`src/hdl/fskcfg_pkg.sv`:
```
package fskcfg_pkg;
	// word layout
	localparam int FC_W = 48;
	localparam int FC_LOW_W = 24;
	localparam logic [5:0] FC_LEN_SHORT = 6'h18;
	localparam logic [5:0] FC_LEN_LONG = 6'h30;
	localparam logic [5:0] FC_LEN_OVER = 6'h31;
	localparam int FC_FREQ_LO = 0;
	localparam int FC_BAUD_LO = 3;
	localparam int FC_DEV = 5;
	localparam int FC_WDOG = 6;
	localparam int FC_TOUT_LO = 7;
	localparam int FC_DET_LO = 9;
	localparam int FC_ZC = 11;
	localparam int FC_METH_LO = 12;
	localparam int FC_MAINS = 14;
	localparam int FC_CLKO_LO = 15;
	localparam int FC_FRZ_OFF = 17;
	localparam int FC_HDR_EN = 18;
	localparam int FC_FLEN_EN = 19;
	localparam int FC_HDR16 = 20;
	localparam int FC_EXT = 21;
	localparam int FC_SENS = 22;
	localparam int FC_FILT = 23;
	localparam int FC_HDR_LO = 24;
	localparam int FC_FLEN_LO = 40;
	// defaults: 132.5 kHz, 2400 Bd, dev 0.5, watchdog on, 1 s time-out, 1 ms detect,
	// preamble without conditioning, async mains, 4 MHz clock out, freeze off, 16-bit header,
	// header 9b58, length 08
	localparam logic [47:0] FC_CFG_RST = 48'h089b581362d7;
	// selector codes
	localparam logic [1:0] FC_TOUT_OFF = 2'h0;
	localparam logic [1:0] FC_TOUT_1S = 2'h1;
	localparam logic [1:0] FC_TOUT_3S = 2'h2;
	localparam logic [1:0] FC_DET_500U = 2'h0;
	localparam logic [1:0] FC_DET_1M = 2'h1;
	localparam logic [1:0] FC_DET_3M = 2'h2;
	localparam logic [1:0] FC_CLKO_OFF = 2'h3;
	// timing
	localparam longint FC_CLK_HZ = 20000000;
	localparam longint FC_WD_US = 1500000;
	localparam longint FC_TOUT1_US = 1000000;
	localparam longint FC_TOUT3_US = 3000000;
	localparam longint FC_DET0_US = 500;
	localparam longint FC_DET1_US = 1000;
	localparam longint FC_DET2_US = 3000;
	localparam longint FC_DET3_US = 5000;
	localparam longint FC_US_PER_S = 1000000;
	// host access sequencer
	typedef enum logic [1:0] {
		FC_IDLE = 2'b00,
		FC_WR = 2'b01,
		FC_RD = 2'b10
	} fskcfg_state_t;

	function automatic logic [31:0] fc_cycles(input longint us);
		fc_cycles = 32'((us * FC_CLK_HZ) / FC_US_PER_S);
	endfunction
endpackage

```
`src/hdl/fskcfg_top.sv`:
```
`timescale 1ns/1ps
// Notes on behaviour
// - one 24-bit word, 48 bits when extended
// - extended half adds freeze, header, length
// - bits 2:0 pick carrier, default 132.5 kHz
// - bits 4:3 baud, bit 5 deviation
// - bit 6 watchdog 1.5 s, on at reset
// - bits 8:7 time-out, default one second
// - bits 10:9 detection time, default 1 ms
// - bit 11 zero-cross sync, bit 14 mains mode
// - codes 00/01 carrier detect, 01 forces clock low, data to host idle level
// - codes 10/11 preamble detect (spi host only, carrier for uart), 11 forces likewise
// - unconditioned codes report detect, lines toggle
// - bits 16:15 clock output, default 4 MHz
// - bit 17 freeze, low active, extended only
// - bit 18 header recognition, extended only
// - bit 19 length count needs 18 and 21
// - bit 21 selects 48-bit word
// - bit 20 header length, default 16 bits
// - bits 39:24 header, reset 9b58
// - bits 47:40 frame length, reset 08
module fskcfg_top #(
	parameter logic [31:0] WD_CYC = fskcfg_pkg::fc_cycles(fskcfg_pkg::FC_WD_US),
	parameter logic [31:0] TOUT1_CYC = fskcfg_pkg::fc_cycles(fskcfg_pkg::FC_TOUT1_US),
	parameter logic [31:0] TOUT3_CYC = fskcfg_pkg::fc_cycles(fskcfg_pkg::FC_TOUT3_US),
	parameter logic [31:0] DET0_CYC = fskcfg_pkg::fc_cycles(fskcfg_pkg::FC_DET0_US),
	parameter logic [31:0] DET1_CYC = fskcfg_pkg::fc_cycles(fskcfg_pkg::FC_DET1_US),
	parameter logic [31:0] DET2_CYC = fskcfg_pkg::fc_cycles(fskcfg_pkg::FC_DET2_US),
	parameter logic [31:0] DET3_CYC = fskcfg_pkg::fc_cycles(fskcfg_pkg::FC_DET3_US)
) (
	input wire logic ref_clk, // 20 MHz clock
	input wire logic rst, // async reset, high
	input wire logic reg_access, // register access window
	input wire logic reg_write, // 1 write, 0 read
	input wire logic ser_tick, // one pulse per bit
	input wire logic ser_din, // write data, msb first
	output logic ser_dout, // read data, msb first
	output logic cfg_wr_err, // last write refused: bad length, or 48 bits with bit 21 clear; cleared when any access starts
	output logic [fskcfg_pkg::FC_W-1:0] cfg_word, // stored word
	input wire logic host_uart, // host type strap
	input wire logic carrier_present, // carrier seen
	input wire logic preamble_present, // preamble seen
	input wire logic pll_locked, // pll lock
	input wire logic rx_clk_raw, // recovered clock
	input wire logic rx_data_raw, // demodulated data
	output logic [2:0] carrier_sel, // carrier code
	output logic [1:0] baud_sel, // baud code
	output logic dev_wide, // deviation 1
	output logic wd_en, // watchdog on
	output logic [31:0] wd_cycles, // watchdog period
	output logic tout_en, // time-out on
	output logic [31:0] tout_cycles, // time-out length
	output logic [31:0] det_cycles, // detect filter time
	output logic zc_sync_en, // zero-cross sync
	output logic mains_async, // async mains mode
	output logic [1:0] clk_out_sel, // clock out code
	output logic clk_out_en, // clock out running
	output logic high_sens, // high sensitivity
	output logic in_filter, // input pre-filter
	output logic freeze_en, // level freeze active
	output logic hdr_en, // header recognition
	output logic hdr_16bit, // 16-bit header
	output logic flen_en, // frame length count
	output logic [15:0] frame_header, // header pattern
	output logic [7:0] frame_len, // words per frame
	output logic rx_tx_bit_clock, // conditioned clock
	output logic rx_data_out, // conditioned data
	output logic carrier_detect_out_n // detect, low active
);
	import fskcfg_pkg::*;

	fskcfg_state_t state_q;
	logic [FC_W-1:0] cfg_q;
	logic [FC_W-1:0] shift_q;
	logic [5:0] cnt_q;
	logic err_q;
	logic start;
	logic commit;
	logic good24;
	logic good48;

	function automatic logic is_ext(input logic [FC_W-1:0] w);
		is_ext = w[FC_EXT];
	endfunction

	assign start = state_q == FC_IDLE && reg_access;
	assign commit = state_q == FC_WR && !reg_access;
	assign good24 = cnt_q == FC_LEN_SHORT;
	// a long write only lands if it turns the extended word on
	assign good48 = cnt_q == FC_LEN_LONG && is_ext(shift_q);
	assign cfg_word = cfg_q;
	assign ser_dout = shift_q[FC_W-1];
	assign cfg_wr_err = err_q;

	////////////////////////////////////////////////////////////////
	always_ff @(posedge ref_clk or posedge rst) begin
		if (rst) begin
			state_q <= FC_IDLE;
		end else begin
			case (state_q)
				FC_IDLE: begin
					if (reg_access) begin
						state_q <= reg_write ? FC_WR : FC_RD;
					end
				end
				default: begin
					if (!reg_access) begin
						state_q <= FC_IDLE;
					end
				end
			endcase
		end
	end

	// read image sits msb-aligned so the short word leaves first bit first
	always_ff @(posedge ref_clk or posedge rst) begin
		if (rst) begin
			shift_q <= '0;
			cnt_q <= '0;
		end else if (start) begin
			cnt_q <= '0;
			if (reg_write) begin
				shift_q <= '0;
			end else if (is_ext(cfg_q)) begin
				shift_q <= cfg_q;
			end else begin
				shift_q <= {cfg_q[FC_LOW_W-1:0], {FC_LOW_W{1'b0}}};
			end
		end else if (reg_access && ser_tick) begin
			if (state_q == FC_WR) begin
				shift_q <= {shift_q[FC_W-2:0], ser_din};
				// saturate so overlong writes never alias to a legal length
				if (cnt_q != FC_LEN_OVER) begin
					cnt_q <= cnt_q + 6'h01;
				end
			end else begin
				shift_q <= {shift_q[FC_W-2:0], 1'b0};
			end
		end
	end

	////////////////////////////////////////////////////////////////
	always_ff @(posedge ref_clk or posedge rst) begin
		if (rst) begin
			cfg_q <= FC_CFG_RST;
		end else if (commit) begin
			if (good48) begin
				cfg_q <= shift_q;
			end else if (good24) begin
				cfg_q[FC_LOW_W-1:0] <= shift_q[FC_LOW_W-1:0];
			end
		end
	end

	always_ff @(posedge ref_clk or posedge rst) begin
		if (rst) begin
			err_q <= 1'b0;
		end else if (commit) begin
			err_q <= !(good24 || good48);
		end else if (start) begin
			err_q <= 1'b0;
		end
	end

	////////////////////////////////////////////////////////////////
	fskcfg_dec #(
		.WD_CYC(WD_CYC),
		.TOUT1_CYC(TOUT1_CYC),
		.TOUT3_CYC(TOUT3_CYC),
		.DET0_CYC(DET0_CYC),
		.DET1_CYC(DET1_CYC),
		.DET2_CYC(DET2_CYC),
		.DET3_CYC(DET3_CYC)
	) u_dec (
		.ref_clk(ref_clk),
		.rst(rst),
		.cfg(cfg_q),
		.host_uart(host_uart),
		.carrier_present(carrier_present),
		.preamble_present(preamble_present),
		.pll_locked(pll_locked),
		.rx_clk_raw(rx_clk_raw),
		.rx_data_raw(rx_data_raw),
		.carrier_sel(carrier_sel),
		.baud_sel(baud_sel),
		.dev_wide(dev_wide),
		.wd_en(wd_en),
		.wd_cycles(wd_cycles),
		.tout_en(tout_en),
		.tout_cycles(tout_cycles),
		.det_cycles(det_cycles),
		.zc_sync_en(zc_sync_en),
		.mains_async(mains_async),
		.clk_out_sel(clk_out_sel),
		.clk_out_en(clk_out_en),
		.high_sens(high_sens),
		.in_filter(in_filter),
		.freeze_en(freeze_en),
		.hdr_en(hdr_en),
		.hdr_16bit(hdr_16bit),
		.flen_en(flen_en),
		.frame_header(frame_header),
		.frame_len(frame_len),
		.rx_tx_bit_clock(rx_tx_bit_clock),
		.rx_data_out(rx_data_out),
		.carrier_detect_out_n(carrier_detect_out_n)
	);

	////////////////////////////////////////////////////////////////
	property p_reset_default;
		@(posedge ref_clk) $fell(rst) |-> cfg_q == FC_CFG_RST && wd_en && tout_en;
	endproperty
	a_reset_default: assert property (p_reset_default) else $error("defaults not loaded");

	property p_short_commit;
		@(posedge ref_clk) disable iff (rst)
		commit && good24 |=> cfg_q[FC_LOW_W-1:0] == $past(shift_q[FC_LOW_W-1:0])
			&& cfg_q[FC_W-1:FC_LOW_W] == $past(cfg_q[FC_W-1:FC_LOW_W]) && !err_q;
	endproperty
	a_short_commit: assert property (p_short_commit) else $error("short write wrong");

	property p_long_commit;
		@(posedge ref_clk) disable iff (rst)
		commit && cnt_q == FC_LEN_LONG && shift_q[FC_EXT] |=> cfg_q == $past(shift_q) && cfg_q[FC_EXT];
	endproperty
	a_long_commit: assert property (p_long_commit) else $error("long write wrong");

	property p_long_needs_ext;
		@(posedge ref_clk) disable iff (rst)
		commit && cnt_q == FC_LEN_LONG && !shift_q[FC_EXT] |=> $stable(cfg_q) && err_q;
	endproperty
	a_long_needs_ext: assert property (p_long_needs_ext) else $error("long write without ext");

	property p_idle_hold;
		@(posedge ref_clk) disable iff (rst)
		state_q != FC_WR ##1 state_q != FC_WR |-> $stable(cfg_q);
	endproperty
	a_idle_hold: assert property (p_idle_hold) else $error("word changed without write");

	property p_ext_gate;
		@(posedge ref_clk) disable iff (rst)
		!cfg_q[FC_EXT] |=> !hdr_en && !flen_en && !freeze_en && !hdr_16bit;
	endproperty
	a_ext_gate: assert property (p_ext_gate) else $error("extended function live");

	property p_flen;
		@(posedge ref_clk) disable iff (rst)
		cfg_q[FC_EXT] && cfg_q[FC_HDR_EN] && cfg_q[FC_FLEN_EN] ##1 !$past(rst) |-> flen_en && hdr_en;
	endproperty
	a_flen: assert property (p_flen) else $error("length count not active");

	property p_freeze;
		@(posedge ref_clk) disable iff (rst)
		cfg_q[FC_EXT] && !cfg_q[FC_FRZ_OFF] |=> freeze_en;
	endproperty
	a_freeze: assert property (p_freeze) else $error("freeze not active");

	property p_tout3;
		@(posedge ref_clk) disable iff (rst)
		cfg_q[FC_TOUT_LO +: 2] == FC_TOUT_3S |=> tout_en && tout_cycles == TOUT3_CYC;
	endproperty
	a_tout3: assert property (p_tout3) else $error("3 s time-out wrong");

	property p_det5;
		@(posedge ref_clk) disable iff (rst)
		cfg_q[FC_DET_LO +: 2] == 2'h3 |=> det_cycles == DET3_CYC;
	endproperty
	a_det5: assert property (p_det5) else $error("5 ms detect wrong");

	property p_cond_carrier;
		@(posedge ref_clk) disable iff (rst)
		!host_uart && cfg_q[FC_METH_LO +: 2] == 2'h1 && !carrier_present
			|=> !rx_tx_bit_clock && !rx_data_out && carrier_detect_out_n;
	endproperty
	a_cond_carrier: assert property (p_cond_carrier) else $error("carrier conditioning wrong");

	property p_free_preamble;
		@(posedge ref_clk) disable iff (rst)
		!host_uart && cfg_q[FC_METH_LO +: 2] == 2'h2 && preamble_present && pll_locked
			|=> rx_tx_bit_clock == $past(rx_clk_raw) && !carrier_detect_out_n;
	endproperty
	a_free_preamble: assert property (p_free_preamble) else $error("preamble report wrong");

	property p_clkout;
		@(posedge ref_clk) disable iff (rst)
		cfg_q[FC_CLKO_LO +: 2] == FC_CLKO_OFF |=> !clk_out_en && clk_out_sel == FC_CLKO_OFF;
	endproperty
	a_clkout: assert property (p_clkout) else $error("clock out not off");

	// judged on the raw count so a broken length compare still shows
	property p_bad_len;
		@(posedge ref_clk) disable iff (rst)
		commit && cnt_q != FC_LEN_SHORT && cnt_q != FC_LEN_LONG |=> $stable(cfg_q) && err_q;
	endproperty
	a_bad_len: assert property (p_bad_len) else $error("bad length accepted");

	property p_free_carrier;
		@(posedge ref_clk) disable iff (rst)
		!host_uart && cfg_q[FC_METH_LO +: 2] == 2'h0 && carrier_present
			|=> rx_tx_bit_clock == $past(rx_clk_raw) && rx_data_out == $past(rx_data_raw) && !carrier_detect_out_n;
	endproperty
	a_free_carrier: assert property (p_free_carrier) else $error("carrier report wrong");

	property p_cond_unlock;
		@(posedge ref_clk) disable iff (rst)
		!host_uart && cfg_q[FC_METH_LO +: 2] == 2'h3 && !pll_locked
			|=> !rx_tx_bit_clock && !rx_data_out && carrier_detect_out_n;
	endproperty
	a_cond_unlock: assert property (p_cond_unlock) else $error("unlocked preamble not forced");
endmodule

```
`src/hdl/fskcfg_dec.sv`:
```
`timescale 1ns/1ps
module fskcfg_dec #(
	parameter logic [31:0] WD_CYC = 32'h0,
	parameter logic [31:0] TOUT1_CYC = 32'h0,
	parameter logic [31:0] TOUT3_CYC = 32'h0,
	parameter logic [31:0] DET0_CYC = 32'h0,
	parameter logic [31:0] DET1_CYC = 32'h0,
	parameter logic [31:0] DET2_CYC = 32'h0,
	parameter logic [31:0] DET3_CYC = 32'h0
) (
	input wire logic ref_clk, // system clock
	input wire logic rst, // async reset
	input wire logic [47:0] cfg, // configuration word
	input wire logic host_uart, // 1 uart host, 0 spi host
	input wire logic carrier_present, // carrier seen
	input wire logic preamble_present, // preamble seen
	input wire logic pll_locked, // pll lock
	input wire logic rx_clk_raw, // recovered clock
	input wire logic rx_data_raw, // demodulated data
	output logic [2:0] carrier_sel, // carrier code
	output logic [1:0] baud_sel, // baud code
	output logic dev_wide, // deviation 1
	output logic wd_en, // watchdog on
	output logic [31:0] wd_cycles, // watchdog period
	output logic tout_en, // time-out on
	output logic [31:0] tout_cycles, // time-out length
	output logic [31:0] det_cycles, // detection filter time
	output logic zc_sync_en, // zero-cross sync
	output logic mains_async, // async mains mode
	output logic [1:0] clk_out_sel, // clock out divider
	output logic clk_out_en, // clock out running
	output logic high_sens, // high sensitivity
	output logic in_filter, // input pre-filter
	output logic freeze_en, // level freeze active
	output logic hdr_en, // header recognition active
	output logic hdr_16bit, // 16-bit header
	output logic flen_en, // frame length count active
	output logic [15:0] frame_header, // header pattern
	output logic [7:0] frame_len, // words per frame
	output logic rx_tx_bit_clock, // conditioned bit clock
	output logic rx_data_out, // conditioned data
	output logic carrier_detect_out_n // detect, low active
);
	import fskcfg_pkg::*;

	logic ext;
	logic preamble_mode;
	logic cond;
	logic seen;
	assign ext = cfg[FC_EXT];
	// uart host: 0x codes are carrier modes, 1x not allowed and treated alike
	assign preamble_mode = cfg[FC_METH_LO + 1] & ~host_uart;
	assign cond = cfg[FC_METH_LO];
	assign seen = preamble_mode ? (preamble_present & pll_locked) : carrier_present;

	////////////////////////////////////////////////////////////////
	always_ff @(posedge ref_clk or posedge rst) begin
		if (rst) begin
			carrier_sel <= FC_CFG_RST[FC_FREQ_LO +: 3];
			baud_sel <= FC_CFG_RST[FC_BAUD_LO +: 2];
			dev_wide <= FC_CFG_RST[FC_DEV];
			wd_en <= FC_CFG_RST[FC_WDOG];
			zc_sync_en <= FC_CFG_RST[FC_ZC];
			mains_async <= FC_CFG_RST[FC_MAINS];
			clk_out_sel <= FC_CFG_RST[FC_CLKO_LO +: 2];
			clk_out_en <= 1'b1;
			high_sens <= FC_CFG_RST[FC_SENS];
			in_filter <= FC_CFG_RST[FC_FILT];
			frame_header <= FC_CFG_RST[FC_HDR_LO +: 16];
			frame_len <= FC_CFG_RST[FC_FLEN_LO +: 8];
		end else begin
			carrier_sel <= cfg[FC_FREQ_LO +: 3];
			baud_sel <= cfg[FC_BAUD_LO +: 2];
			dev_wide <= cfg[FC_DEV];
			wd_en <= cfg[FC_WDOG];
			zc_sync_en <= cfg[FC_ZC];
			mains_async <= cfg[FC_MAINS];
			clk_out_sel <= cfg[FC_CLKO_LO +: 2];
			clk_out_en <= cfg[FC_CLKO_LO +: 2] != FC_CLKO_OFF;
			high_sens <= cfg[FC_SENS];
			in_filter <= cfg[FC_FILT];
			frame_header <= cfg[FC_HDR_LO +: 16];
			frame_len <= cfg[FC_FLEN_LO +: 8];
		end
	end

	// extended functions are dead while the long word is off
	always_ff @(posedge ref_clk or posedge rst) begin
		if (rst) begin
			freeze_en <= 1'b0;
			hdr_en <= 1'b0;
			hdr_16bit <= 1'b0;
			flen_en <= 1'b0;
		end else begin
			freeze_en <= ext & ~cfg[FC_FRZ_OFF];
			hdr_en <= ext & cfg[FC_HDR_EN];
			hdr_16bit <= ext & cfg[FC_HDR16];
			flen_en <= ext & cfg[FC_HDR_EN] & cfg[FC_FLEN_EN];
		end
	end

	always_ff @(posedge ref_clk or posedge rst) begin
		if (rst) begin
			wd_cycles <= WD_CYC;
			tout_en <= 1'b1;
			tout_cycles <= TOUT1_CYC;
			det_cycles <= DET1_CYC;
		end else begin
			wd_cycles <= WD_CYC;
			// unused code 11 falls to disabled
			tout_en <= cfg[FC_TOUT_LO +: 2] == FC_TOUT_1S || cfg[FC_TOUT_LO +: 2] == FC_TOUT_3S;
			tout_cycles <= cfg[FC_TOUT_LO +: 2] == FC_TOUT_3S ? TOUT3_CYC : TOUT1_CYC;
			case (cfg[FC_DET_LO +: 2])
				FC_DET_500U: det_cycles <= DET0_CYC;
				FC_DET_1M: det_cycles <= DET1_CYC;
				FC_DET_3M: det_cycles <= DET2_CYC;
				default: det_cycles <= DET3_CYC;
			endcase
		end
	end

	// conditioning forces clock low and data to the idle level of the host type
	always_ff @(posedge ref_clk or posedge rst) begin
		if (rst) begin
			rx_tx_bit_clock <= 1'b0;
			rx_data_out <= 1'b0;
			carrier_detect_out_n <= 1'b1;
		end else begin
			carrier_detect_out_n <= ~seen;
			if (cond && !seen) begin
				rx_tx_bit_clock <= 1'b0;
				rx_data_out <= host_uart;
			end else begin
				rx_tx_bit_clock <= rx_clk_raw;
				rx_data_out <= rx_data_raw;
			end
		end
	end
endmodule

```
`config.mk`:
```
export PLATFORM = sky130hd
export DESIGN_NAME = fskcfg_top
export DESIGN_NICKNAME = d
export VERILOG_FILES = /design/src/hdl/fskcfg_pkg.sv /design/src/hdl/fskcfg_top.sv /design/src/hdl/fskcfg_dec.sv
export SDC_FILE = /design/constraint.sdc
export NUM_CORES = 1
export LEC_CHECK = 0
export BUFFER_PORTS_ARGS = -buffer_cell sky130_fd_sc_hd__buf_2
export CAP_MARGIN = 20
export CORE_MARGIN = 2
export CORE_UTILIZATION = 56
export DETAILED_ROUTE_END_ITERATION = 10
export GPL_TIMING_DRIVEN = 0
export PLACE_DENSITY_LB_ADDON = 0.15
export SYNTH_ARGS = -nofsm -noshare
export SYNTH_HDL_FRONTEND = slang
export SYNTH_SLANG_ARGS = --single-unit
```
`constraint.sdc`:
```
create_clock -name ref_clk -period 9.47 [get_ports ref_clk]
set_input_delay 0.947 -clock ref_clk [delete_from_list [all_inputs] [get_ports ref_clk]]
set_output_delay 0.947 -clock ref_clk [all_outputs]
set_load 0.01 [all_outputs]
```
Word level (Yosys, flattened, before mapping)
Cells that the tools add are included.

$add $sub $neg: 1. Equality and inequality tests: 11. Multiplexer cells: 22. Bitwise operators: 9. Reductions and logical operators: 21.

Operators by type and width (count): two-way mux 48 bit (4); case mux 17 bit (3 select lines) (1); two-way mux 24 bit (2); two-way mux 26 bit (1); two-way mux 6 bit (4); nonzero test 2 bit (5); two-way mux 2 bit (4); adder 6 x 1 -> 6 bit, second input constant (1); bitwise AND 1 bit (6); == test 2 x 1 -> 1 bit, second input constant (3); == test 6 x 5 -> 1 bit, second input constant (1); == test 6 bit, second input constant (1); two-way mux 1 bit (6); != test 6 bit, second input constant (1); AND reduction 2 bit (3); logical AND 1 bit (5); == test 2 bit, second input constant (2); logical NOT 2 bit (2); != test 2 bit, second input constant (2); logical NOT 1 bit (3); inverter 1 bit (3); AND reduction 3 bit (1); logical OR 1 bit (2); != test 2 x 1 -> 1 bit, second input constant (1).

Bits in registers: 200. Bits of input ports: 12. Output and inout port bits: 192.

Longest topological paths before layout
Gate-level depths: netlist of run 1.

Depth in word-level cells: 6. Mapped depth: 8. Depth with buffers taken out: 5.

By module
A second synthesis of run 1 with hierarchy kept.

Cell total of the unflattened synthesis: 581. Area total of the unflattened synthesis: 7123.1 um^2.

Modules (own cells, without submodules): fskcfg_top (instances 1, cells each 406, area each 4834.6 um^2); fskcfg_dec (instances 1, cells each 175, area each 2288.4 um^2).

Least setup slack after synthesis of run 1
No wires, ideal clock.

Path type: input -> register. Start point: input reg_access. End point: register shift_q[43]. Setup time: 0.139 ns. Data arrival time: 1.999 ns. Data required time: 9.331 ns. Path slack: 7.332 ns. Stages: 5. Buffers on the path: 2. Cell sequence: ha_1 buf_2 a21oi_1 clkbuf_1 a21boi_0.

Longest elaborated chain between the ends: 2. Elaborated cells on any way between the ends: 4. Classes of those cells: mux (1); reduce/logical (3).

RTL lines: start, declared (RTL line fskcfg_top.sv:33) `input wire logic reg_access,`; logical AND 1 bit (on tied branches) (RTL line fskcfg_top.sv:86, fskcfg_top.sv:129); two-way mux 48 bit / nonzero test 2 bit (equally long branches); end signal, assigned (RTL line fskcfg_top.sv:125) `shift_q <= cfg_q;`; end signal, assigned (RTL line fskcfg_top.sv:127) `shift_q <= {cfg_q[FC_LOW_W-1:0], {FC_LOW_W{1'b0}}};`; end signal, assigned (RTL line fskcfg_top.sv:131) `shift_q <= {shift_q[FC_W-2:0], ser_din};`; end, declared (RTL line fskcfg_top.sv:74) `logic [FC_W-1:0] shift_q;`.

Several ways; a longest one is shown, not always the timed one. A chain may end at the register's enable or synchronous reset.

Worst setup path in the final report of run 1
Start point: input reg_access. End point: register shift_q[27].

Same word-level chain as after synthesis.

==> results of run 1 <==
-- kinds of logic after synthesis --
group | Yosys count
muxes | 73
DFF | 161
AOI/OAI and AO/OA | 95
other | 2
xor gates and xnor gates | 1
and+or+nand+nor | 85
adders and majority gates | 10
buffers and inverters | 152
-- registers in the layout, indices dropped and copies added (netlist names), 2 cells and up --
signal              cells
cfg_word               48
cnt_q                   6
shift_q                48
state_q                 2
u_dec.baud_sel          2
u_dec.carrier_sel       3
u_dec.clk_out_sel       2
u_dec.det_cycles        8
u_dec.frame_header     16
u_dec.frame_len         8
u_dec.tout_cycles       2
-- final timing paths --
| check | cells after the start | slack [ns] | start | to |
|---|---|---|---|---|
| min in group asynchronous | 2 | 0.60 | rst | u_dec.clk_out_sel[0] |
| max in group asynchronous | 3 | 8.00 | rst | u_dec.carrier_sel[1] |
| setup reg to reg | 8 | 7.20 | state_q[0] | shift_q[27] |
| setup / recovery | 6 | 7.16 | reg_access | shift_q[27] |
| hold / removal | 0 | 0.38 | cfg_word[27] | u_dec.frame_header[3] |
| hold reg to reg | 0 | 0.38 | cfg_word[27] | u_dec.frame_header[3] |
-- power by group through the flow --
stage	logic, mW	clock network (mW)	registers [mW]
floorplan	0.295	0	0.876
detailed placement	0.384	0	0.898
global route	0.433	0.789	0.903
global placement	0.362	0	0.888
finish	0.389	0.748	0.891
CTS	0.387	0.757	0.889
-- critical path, stage by stage --
cell,delay [ns]
sky130_fd_sc_hd__buf_2,0.11
sky130_fd_sc_hd__ha_1,0.19
sky130_fd_sc_hd__buf_2,0.15
sky130_fd_sc_hd__a21oi_1,0.53
sky130_fd_sc_hd__clkbuf_1,0.44
sky130_fd_sc_hd__a21boi_0,0.21
-- layout by cell type (no fill, tap or decap), drive strengths merged, types with 3 or more instances in the layout --
| cell | n |
|---|---|
| a21boi | 20 |
| a21oi | 11 |
| a221oi | 23 |
| and2 | 3 |
| buf | 227 |
| bufinv | 5 |
| clkbuf | 36 |
| clkinv | 6 |
| conb | 77 |
| dfrtp | 117 |
| dfstp | 44 |
| ha | 10 |
| inv | 37 |
| mux2 | 49 |
| mux2i | 24 |
| nand2 | 7 |
| nor2 | 55 |
| o21ai | 5 |
| o221ai | 21 |
-- through the flow --
| step | hold WS [ns] | power [mW] | instances | utilization, % |
|---|---|---|---|---|
| 5_1_grt | 0.391 | 2.13 | 985 | 71.8 |
| 6_report | 0.382 | 2.03 | 985 | 71.8 |
| 3_3_place_gp | 0.372 | 1.25 | 952 | 66.4 |
| 4_1_cts | 0.385 | 2.03 | 985 | 71.8 |
| 3_5_place_dp | 0.377 | 1.28 | 953 | 66.6 |
| 2_1_floorplan | 0.388 | 1.17 | 654 | - |
-- routing by layer --
layer | global-route usage, % | routed length [microns] | share of wire, % | vias up
met2 | 37.9 | 7660 | 51 | 175
met4 | 7.91 | 175 | 1.2 | 0
met5 | 0 | 0 | 0 | -
met3 | 5.67 | 914 | 6.0 | 16
met1 | 27.9 | 6400 | 42 | 2402
li1 | - | - | - | 2288
-- cell type report --
class,count,area (sq um),area share [%]
Clock buffer,21,470,5.17
Tap cell,172,215,2.37
Clock inverter,11,184,2.02
Inverter,37,144,1.58
Multi-Input combinational cell,341,2540,27.9
Timing Repair Buffer,127,658,7.23
Buffer,115,805,8.84
Sequential cell,161,4080,44.9
==> impl_metrics.tcl, run 1 <==
set metrics [dict create \
    proportion_of_synthesized_chip_area_in_sequential_cells_pct 56.1 \
    synthTopCellsByArea "sky130_fd_sc_hd__dfrtp_1, sky130_fd_sc_hd__dfstp_2, sky130_fd_sc_hd__buf_4" \
    number_of_buffers_added_to_fix_hold_violations_after_cts 0 \
    grt_pass1_vias 4884 \
    layout.cell_area.non_filler_sq_um 9100 \
    num_antenna_cells 0 \
    postSynthRegisterBits 161 \
    internal_power_mw 1.45 \
    layout-drive-gt1-share_pct 44.0 \
    combinational_family_with_the_most_area_after_synthesis "buffers and inverters" \
    die_width_microns 118 \
    pwr_density_cell_nw_per_um2 223 \
    top_level_ports 204 \
    ir_drop_mv 0.113 \
    final_min_period_over_clock_period_pct 24.4 \
    final_period_minus_worst_setup_slack_ns 2.31 \
    numCtsBuffers 17 \
    floorplan.rows 41 \
    max_slew.worst_pin.slew_ns 0.678 \
    power.switching_mw 0.578 \
    cts_htree_levels 4 \
    unrepaired_setup_endpoints_after_global_routing "no" \
    min-delay-path-class "flip-flop to flip-flop" \
    drcViolationCount 0 \
    final_antenna_net_count 0 \
    timing.final.setup_violations 0 \
    fp.dieArea_sq_um 13900 \
    final.setup_skew_ns 0.00670 \
    grt_overflow_total 0 \
    die_h_microns 118 \
    syn2layout_area_growth_pct 24.9 \
    dr.pass1.iters 4 \
    cts.root.buffer_cell "sky130_fd_sc_hd__clkbuf_16" \
    worst-endpoint-required_ns 9.73 \
    critPathKind "input port to flip-flop" \
    fmaxAchievable_mhz 433 \
    post_synth_mux_area_share_pct 12.9 \
    worstPathArrival_ns 2.57 \
    grt_first_pass_wirelength_mm 24.6 \
    setup_tns_ns 0 \
    synth_xor_area_share_pct 0.120 \
    outcome "completed" \
    hpwl_mm 10.5 \
    synth_largest_area_cell "sky130_fd_sc_hd__dfrtp_1" \
    synth_cells 579 \
    vias_per_cell 4.96 \
    layout_setup_ws_ns 7.16 \
    io_buffer_count 126 \
    report.final.hold_viol_count 0 \
    synth_ff_type "sky130_fd_sc_hd__dfrtp_1" \
    synth-edff-count 0 \
    synth_adder_area_share_pct 1.72 \
    compound_cell_area_share_of_the_yosys_netlist_pct 10.4 \
    finalWirelength_mm 15.1 \
    synth_warnings 0 \
    p_seq_share_pct 43.9 \
    end_kind "flip-flop" \
    ys_async_sr_fraction_pct 100 \
    cts.reportedPaths.clkPinSlew_ns 0.06 \
    initial_utilization_pct 57.5 \
    netSwitchingFraction_pct 28.5 \
    pre_cts_slack_ns 6.79 \
    yosysMostFrequentCell "sky130_fd_sc_hd__dfrtp_1" \
    post_drt_wl_per_cell_microns 15.4 \
    cts_post_setup_buffers_inserted 0 \
    worstSetupStartpointType "input port" \
    cell_leakage_power_nw 4.98 \
    groute.usage.overall_pct 22.4 \
    fillerInstances 905 \
    netlist-cell-type-count 50 \
    synth.avg_cell_area_sq_um 12.6 \
    max_slew_margin_pct 54.8 \
    core_sq_um 12700 \
    synth_simple_gate_area_share_pct 5.79 \
    drtIter0Drc 351 \
    antenna_found_initial 0 \
    pin_count_of_the_biggest_net_entering_global_routing 95 \
    num_vias 4881 \
    timing.final.max_slew_violations 0 \
    synth.cell_area_sq_um 7280 \
    clock_tree_from_tritoncts "yes" \
    cp_max_fo 10 \
    synth_largest_type_area_fraction_pct 40.2 \
    clock_insertion_delay_worst_skew_ns 0.42 \
    power.clock.fraction_pct 36.9 \
    synth.cells.most_frequent "sky130_fd_sc_hd__dfrtp_1, sky130_fd_sc_hd__buf_4, sky130_fd_sc_hd__nor2_1, sky130_fd_sc_hd__dfstp_2, sky130_fd_sc_hd__mux2_4" \
    clock_sinks 161 \
    clock_tree.buffer_depth 2 \
    place_area_sq_um 8440 \
    number_of_instances_resized_during_post_cts_repair 0 \
    maxCapViolCount 0 \
    gp_congestion 0.804 \
    power.combinational.fraction_pct 19.2 \
    fin_nets 822 \
]
Power figures use the tool's default switching activity.
==> inputs of run 2 (changes only) <==
Settings changed: CORE_UTILIZATION 56 to 47.
Clock period 9.47 ns to 1.9 ns, I/O delays scaled along.
==> run 2 against run 1 <==
Effect of this change:
- global-route usage decreased by 3.1 points
- sequential cell count is the same
- hold slack got worse by 0.35 ns
- core utilization down 10 points
- critical endpoint is now shift_q[16]
- largest power group unchanged
==> impl_metrics.tcl, run 2 (same netlist as run 1, synthesis figures left out) <==
set metrics [dict create \
    pre_cts_slack_ns -0.338 \
    clock_insertion_delay_worst_skew_ns 0.43 \
    dr.pass1.iters 4 \
    crit_path_max_incr_delay_ns 0.42 \
    final_period_minus_worst_setup_slack_ns 1.79 \
    floorplan.rows 45 \
    die_h_microns 128 \
    clock_tree_from_tritoncts "yes" \
    mostFrequentLayoutCell "sky130_fd_sc_hd__buf_2" \
    max_slew_margin_pct 57.3 \
    top_level_ports 204 \
    critical_path.slowest_cell "sky130_fd_sc_hd__dfrtp_2" \
    cp_num_cells 7 \
    syn2layout_area_growth_pct 27.7 \
    post_drt_wl_per_cell_microns 15.4 \
    cell_leakage_power_nw 5.05 \
    cp-endpoint "shift_q[16]" \
    hpwl_mm 10.9 \
    layout_setup_ws_ns 0.109 \
    core_sq_um 15100 \
    cts.reportedPaths.clkPinSlew_ns 0.07 \
    drcViolationCount 0 \
    fp.dieArea_sq_um 16500 \
    final.setup_skew_ns 0.00984 \
    worst-endpoint-required_ns 2.20 \
    cts_htree_levels 4 \
    timing.rr.end "shift_q[16]" \
    groute.usage.overall_pct 19.3 \
    cts.root.buffer_cell "sky130_fd_sc_hd__clkbuf_16" \
    max_slew.worst_pin.slew_ns 0.639 \
    min-delay-path-class "input port to flip-flop" \
    r2r_start "state_q[0]" \
    worstPathArrival_ns 2.09 \
    gp_congestion 0.788 \
    fin_nets 827 \
    postLayoutCoreUtil_pct 61.4 \
    fmaxAchievable_mhz 558 \
    initial_utilization_pct 48.1 \
    end_kind "flip-flop" \
    finalWirelength_mm 15.5 \
    timing.final.setup_violations 0 \
    pin_count_of_the_biggest_net_entering_global_routing 44 \
    critPathKind "flip-flop to flip-flop" \
    final_min_period_over_clock_period_pct 94.3 \
    crit_path_frequent_cell "sky130_fd_sc_hd__nor2_1" \
    layout.cells.most_common_list "sky130_fd_sc_hd__buf_2, sky130_fd_sc_hd__dfrtp_1, sky130_fd_sc_hd__buf_4" \
    clock_tree.buffer_depth 2 \
    num_antenna_cells 0 \
    drtIter0Drc 259 \
    vias_per_cell 4.91 \
    regToRegSetupSlack_ns 0.11 \
    antenna_found_initial 0 \
    grt_pass1_vias 4842 \
    cpLargestDelayFamily "simple AND/OR/NAND/NOR gates" \
    die_width_microns 128 \
    io_buffer_count 126 \
    clock_sinks 161 \
    maxCapViolCount 0 \
    critical_path.startpoint "state_q[0]" \
    pwr_density_cell_nw_per_um2 1110 \
    ff2ff_path_depth 7 \
    ir_drop_mv 0.733 \
    worstSetupStartpointType "flip-flop" \
    grt_overflow_total 0 \
    worst-path-buf-inv 2 \
    grt_first_pass_wirelength_mm 24.8 \
    unrepaired_setup_endpoints_after_global_routing "yes" \
    timing.critical_path.cells "nor2_1, ha_1, buf_2, and3b_2, clkbuf_4, a221oi_1, nor2_1" \
    outcome "completed" \
    report.final.hold_viol_count 0 \
    layout-drive-gt1-share_pct 46.8 \
    numCtsBuffers 17 \
    final_antenna_net_count 0 \
    num_vias 4940 \
    cp_max_fo 10 \
    timing.final.max_slew_violations 0 \
]
## run 2: layer usage
metal  global-route usage [%]  share of wire (%)  vias to the layer above
li1                         -                  -                     2301
met1                     24.9                 42                     2462
met2                     31.4                 50                      162
met3                     5.41                7.0                       15
met4                     6.79                1.0                        0
met5                        0                  0                        -
## run 2: worst reg2reg max path, cell delays in order, from the launching register on
cell                       delay [ns]
sky130_fd_sc_hd__dfrtp_2         0.42
sky130_fd_sc_hd__nor2_1          0.07
sky130_fd_sc_hd__ha_1            0.17
sky130_fd_sc_hd__buf_2           0.16
sky130_fd_sc_hd__and3b_2         0.26
sky130_fd_sc_hd__clkbuf_4        0.22
sky130_fd_sc_hd__a221oi_1        0.28
sky130_fd_sc_hd__nor2_1          0.09
## run 2: through the flow
step	instances	total power, mW	hold slack, ns	setup TNS (ns)	cell area (sq um)
finish	1006	10.3	0.0279	0	9300
CTS	1007	10.3	0.0105	-0.144	9240
global placement	968	6.26	0.341	-175.74	8430
detailed placement	972	6.40	0.314	-10.23	8510
global route	1006	10.8	0.0278	-0.0675	9300
floorplan	654	5.84	0.241	-34.74	7570
## run 2: layout make-up
type	count	area [sq um]
repair buffers	134	751
inverters	37	143
multi-input cells	341	2590
fillers	1238	5840
clock buffers	23	458
well taps	188	235
clock inverters	9	204
flip-flops and latches	161	4090
plain buffers	113	837
## run 2: worst min-delay path by stage
stage | from | slack [ns] | end | cells past startpoint
after floorplan | carrier_present | 0.24 | u_dec.carrier_detect_out_n | 1
after global placement | carrier_present | 0.34 | u_dec.carrier_detect_out_n | 2
after detailed placement | rst | 0.31 | cfg_word[40] | 2
after CTS | host_uart | 0.01 | u_dec.rx_data_out | 2
after global routing | reg_write | 0.03 | state_q[0] | 2
final | host_uart | 0.03 | u_dec.rx_data_out | 2
## run 2: timing repair
| item | CTS | global route |
|---|---|---|
| cloned | 0 | 0 |
| hold buffers | 4 | 0 |
| endpoints found under the setup margin | 49 | 49 |
| endpoints found under the hold margin | 19 | 0 |
| resized for setup | 15 | 33 |
| buffers inserted | 0 | 0 |
## run 2: report_power, final
part           internal, mW  switching, mW
combinational         0.883           1.16
clock                  2.50           1.33
sequential             4.01          0.444
total                  7.40           2.93
==> inputs of run 3 (changes only) <==
--- a/config.mk
+++ b/config.mk
@@ -8,6 +8,8 @@
 export BUFFER_PORTS_ARGS = -buffer_cell sky130_fd_sc_hd__buf_2
 export CAP_MARGIN = 20
+export CORE_ASPECT_RATIO = 0.7
 export CORE_MARGIN = 2
 export CORE_UTILIZATION = 47
+export CTS_BUF_LIST = sky130_fd_sc_hd__clkbuf_16
 export DETAILED_ROUTE_END_ITERATION = 10
 export GPL_TIMING_DRIVEN = 0
==> constraint.sdc (replaced) <==
create_clock -name ref_clk -period 1.9 [get_ports ref_clk]
set_input_delay 0.285 -clock ref_clk [delete_from_list [all_inputs] [get_ports ref_clk]]
set_output_delay 0.285 -clock ref_clk [all_outputs]
set_load 0.01 [all_outputs]
==> run 3 against run 2 <==
Effect of this change:
- clock-buffer cell count decreased by 6
- critical path type unchanged
- die area about the same
- via count decreased by 2.9%
==> impl_metrics.tcl, run 3 (same netlist as run 1, synthesis figures left out) <==
set metrics [dict create \
    fmaxAchievable_mhz 566 \
    report.final.hold_viol_count 0 \
    final_period_minus_worst_setup_slack_ns 1.77 \
    cts.root.buffer_cell "sky130_fd_sc_hd__clkbuf_16" \
    maxCapViolCount 0 \
    cell_leakage_power_nw 5.01 \
    hpwl_mm 11.0 \
    pin_count_of_the_biggest_net_entering_global_routing 47 \
    gp_congestion 0.805 \
    cts.reportedPaths.clkPinSlew_ns 0.07 \
    worst-endpoint-required_ns 2.19 \
    timing.final.max_slew_violations 0 \
    top_level_ports 204 \
    drcViolationCount 0 \
    pwr_density_cell_nw_per_um2 1070 \
    final_min_period_over_clock_period_pct 93.0 \
    grt_overflow_total 0 \
    io_buffer_count 126 \
    worstSetupStartpointType "flip-flop" \
    min-delay-path-class "input port to flip-flop" \
    ir_drop_mv 0.673 \
    clock_tree.buffer_depth 2 \
    fin_nets 824 \
    die_h_microns 108 \
    end_kind "flip-flop" \
    syn2layout_area_growth_pct 26.1 \
    layout-drive-gt1-share_pct 46.7 \
    clock_tree_from_tritoncts "yes" \
    num_vias 4797 \
    die_width_microns 153 \
    post_layout_power_mw 9.86 \
    num_antenna_cells 0 \
    cts_post_setup_buffers_inserted 0 \
    fp.dieArea_sq_um 16500 \
    number_of_instances_in_the_placed_design 984 \
    grt_first_pass_wirelength_mm 24.5 \
    antenna_found_initial 1 \
    clock_insertion_delay_worst_skew_ns 0.42 \
    grt_pass1_vias 4749 \
    outcome "completed" \
    final_antenna_net_count 0 \
    drtIter0Drc 195 \
    critPathKind "flip-flop to flip-flop" \
    finalWirelength_mm 15.2 \
    cp_max_fo 10 \
    final.setup_skew_ns 0.0127 \
    clock_sinks 161 \
    core_sq_um 15300 \
    post_drt_wl_per_cell_microns 15.0 \
    postLayoutCoreUtil_pct 60.0 \
    layout.cells.most_common_list "sky130_fd_sc_hd__buf_2, sky130_fd_sc_hd__dfrtp_1, sky130_fd_sc_hd__buf_4" \
    initial_utilization_pct 47.6 \
    final_cell_count_no_fill 1015 \
    floorplan.rows 38 \
    cts_htree_levels 4 \
    dr.pass1.iters 4 \
    numCtsBuffers 17 \
    vias_per_cell 4.73 \
    holdWs_ns 0.0117 \
    mostFrequentLayoutCell "sky130_fd_sc_hd__buf_2" \
    worstPathArrival_ns 2.05 \
    unrepaired_setup_endpoints_after_global_routing "yes" \
    groute.usage.overall_pct 19.0 \
    timing.final.setup_violations 0 \
]
==> run 3: timing repair <==
item	4_1_cts	5_1_grt
endpoints found under the setup margin	48	43
pin swaps	0	0
resized for setup	18	18
cloned	0	0
hold buffers	1	0
hold endpoints to repair	13	0
==> run 3: worst paths after layout <==
path / depth (start not counted) / slack, ns / from / to
worst max-delay path: 7 / 0.13 / state_q[0] / shift_q[14]
worst min-delay path: 2 / 0.01 / carrier_present / u_dec.carrier_detect_out_n
worst max register to register: 7 / 0.13 / state_q[0] / shift_q[14]
worst min register to register: 0 / 0.38 / cfg_word[39] / u_dec.frame_header[15]
max in group asynchronous: 6 / 0.31 / rst / u_dec.frame_header[8]
min in group asynchronous: 3 / 0.45 / rst / cfg_word[22]
==> run 3: critical path, cell delays in order, from the launching register on <==
cell	delay, ns
sky130_fd_sc_hd__dfrtp_2	0.46
sky130_fd_sc_hd__nor2_1	0.12
sky130_fd_sc_hd__ha_1	0.14
sky130_fd_sc_hd__buf_2	0.16
sky130_fd_sc_hd__inv_2	0.10
sky130_fd_sc_hd__clkbuf_2	0.23
sky130_fd_sc_hd__a221oi_1	0.35
sky130_fd_sc_hd__nor2_1	0.08
==> run 3: power breakdown <==
| part | switching [mW] | internal, mW |
|---|---|---|
| combinational | 1.14 | 0.854 |
| sequential | 0.428 | 4.01 |
| clock | 1.45 | 1.98 |
| total | 3.02 | 6.84 |
==> run 3: through the flow <==
step                setup WS [ns]  TNS [ns]  cell area, sq um
floorplan                  -0.392    -45.85              7570
global placement            -1.32   -185.72              8450
detailed placement         -0.298     -7.73              8530
CTS                       0.00795         0              9170
global route             -0.00218  -0.00218              9190
finish                      0.133         0              9190
==> run 3: cell type report <==
cell class	instances	area (sq um)
Sequential cell	161	4090
Tap cell	200	250
Clock inverter	15	170
Buffer	113	832
Clock buffer	17	425
Inverter	37	143
Fill cell	1284	6120
Timing Repair Buffer	131	721
Multi-Input combinational cell	341	2560
==> run 3: layer usage <==
metal / up-vias / global-route usage [%] / share of wire, %
met5: - / 0 / 0.086
met4: 2 / 6.35 / 0.84
met3: 15 / 4.69 / 6.1
met2: 142 / 30.0 / 47
met1: 2345 / 25.9 / 46
li1: 2293 / - / -
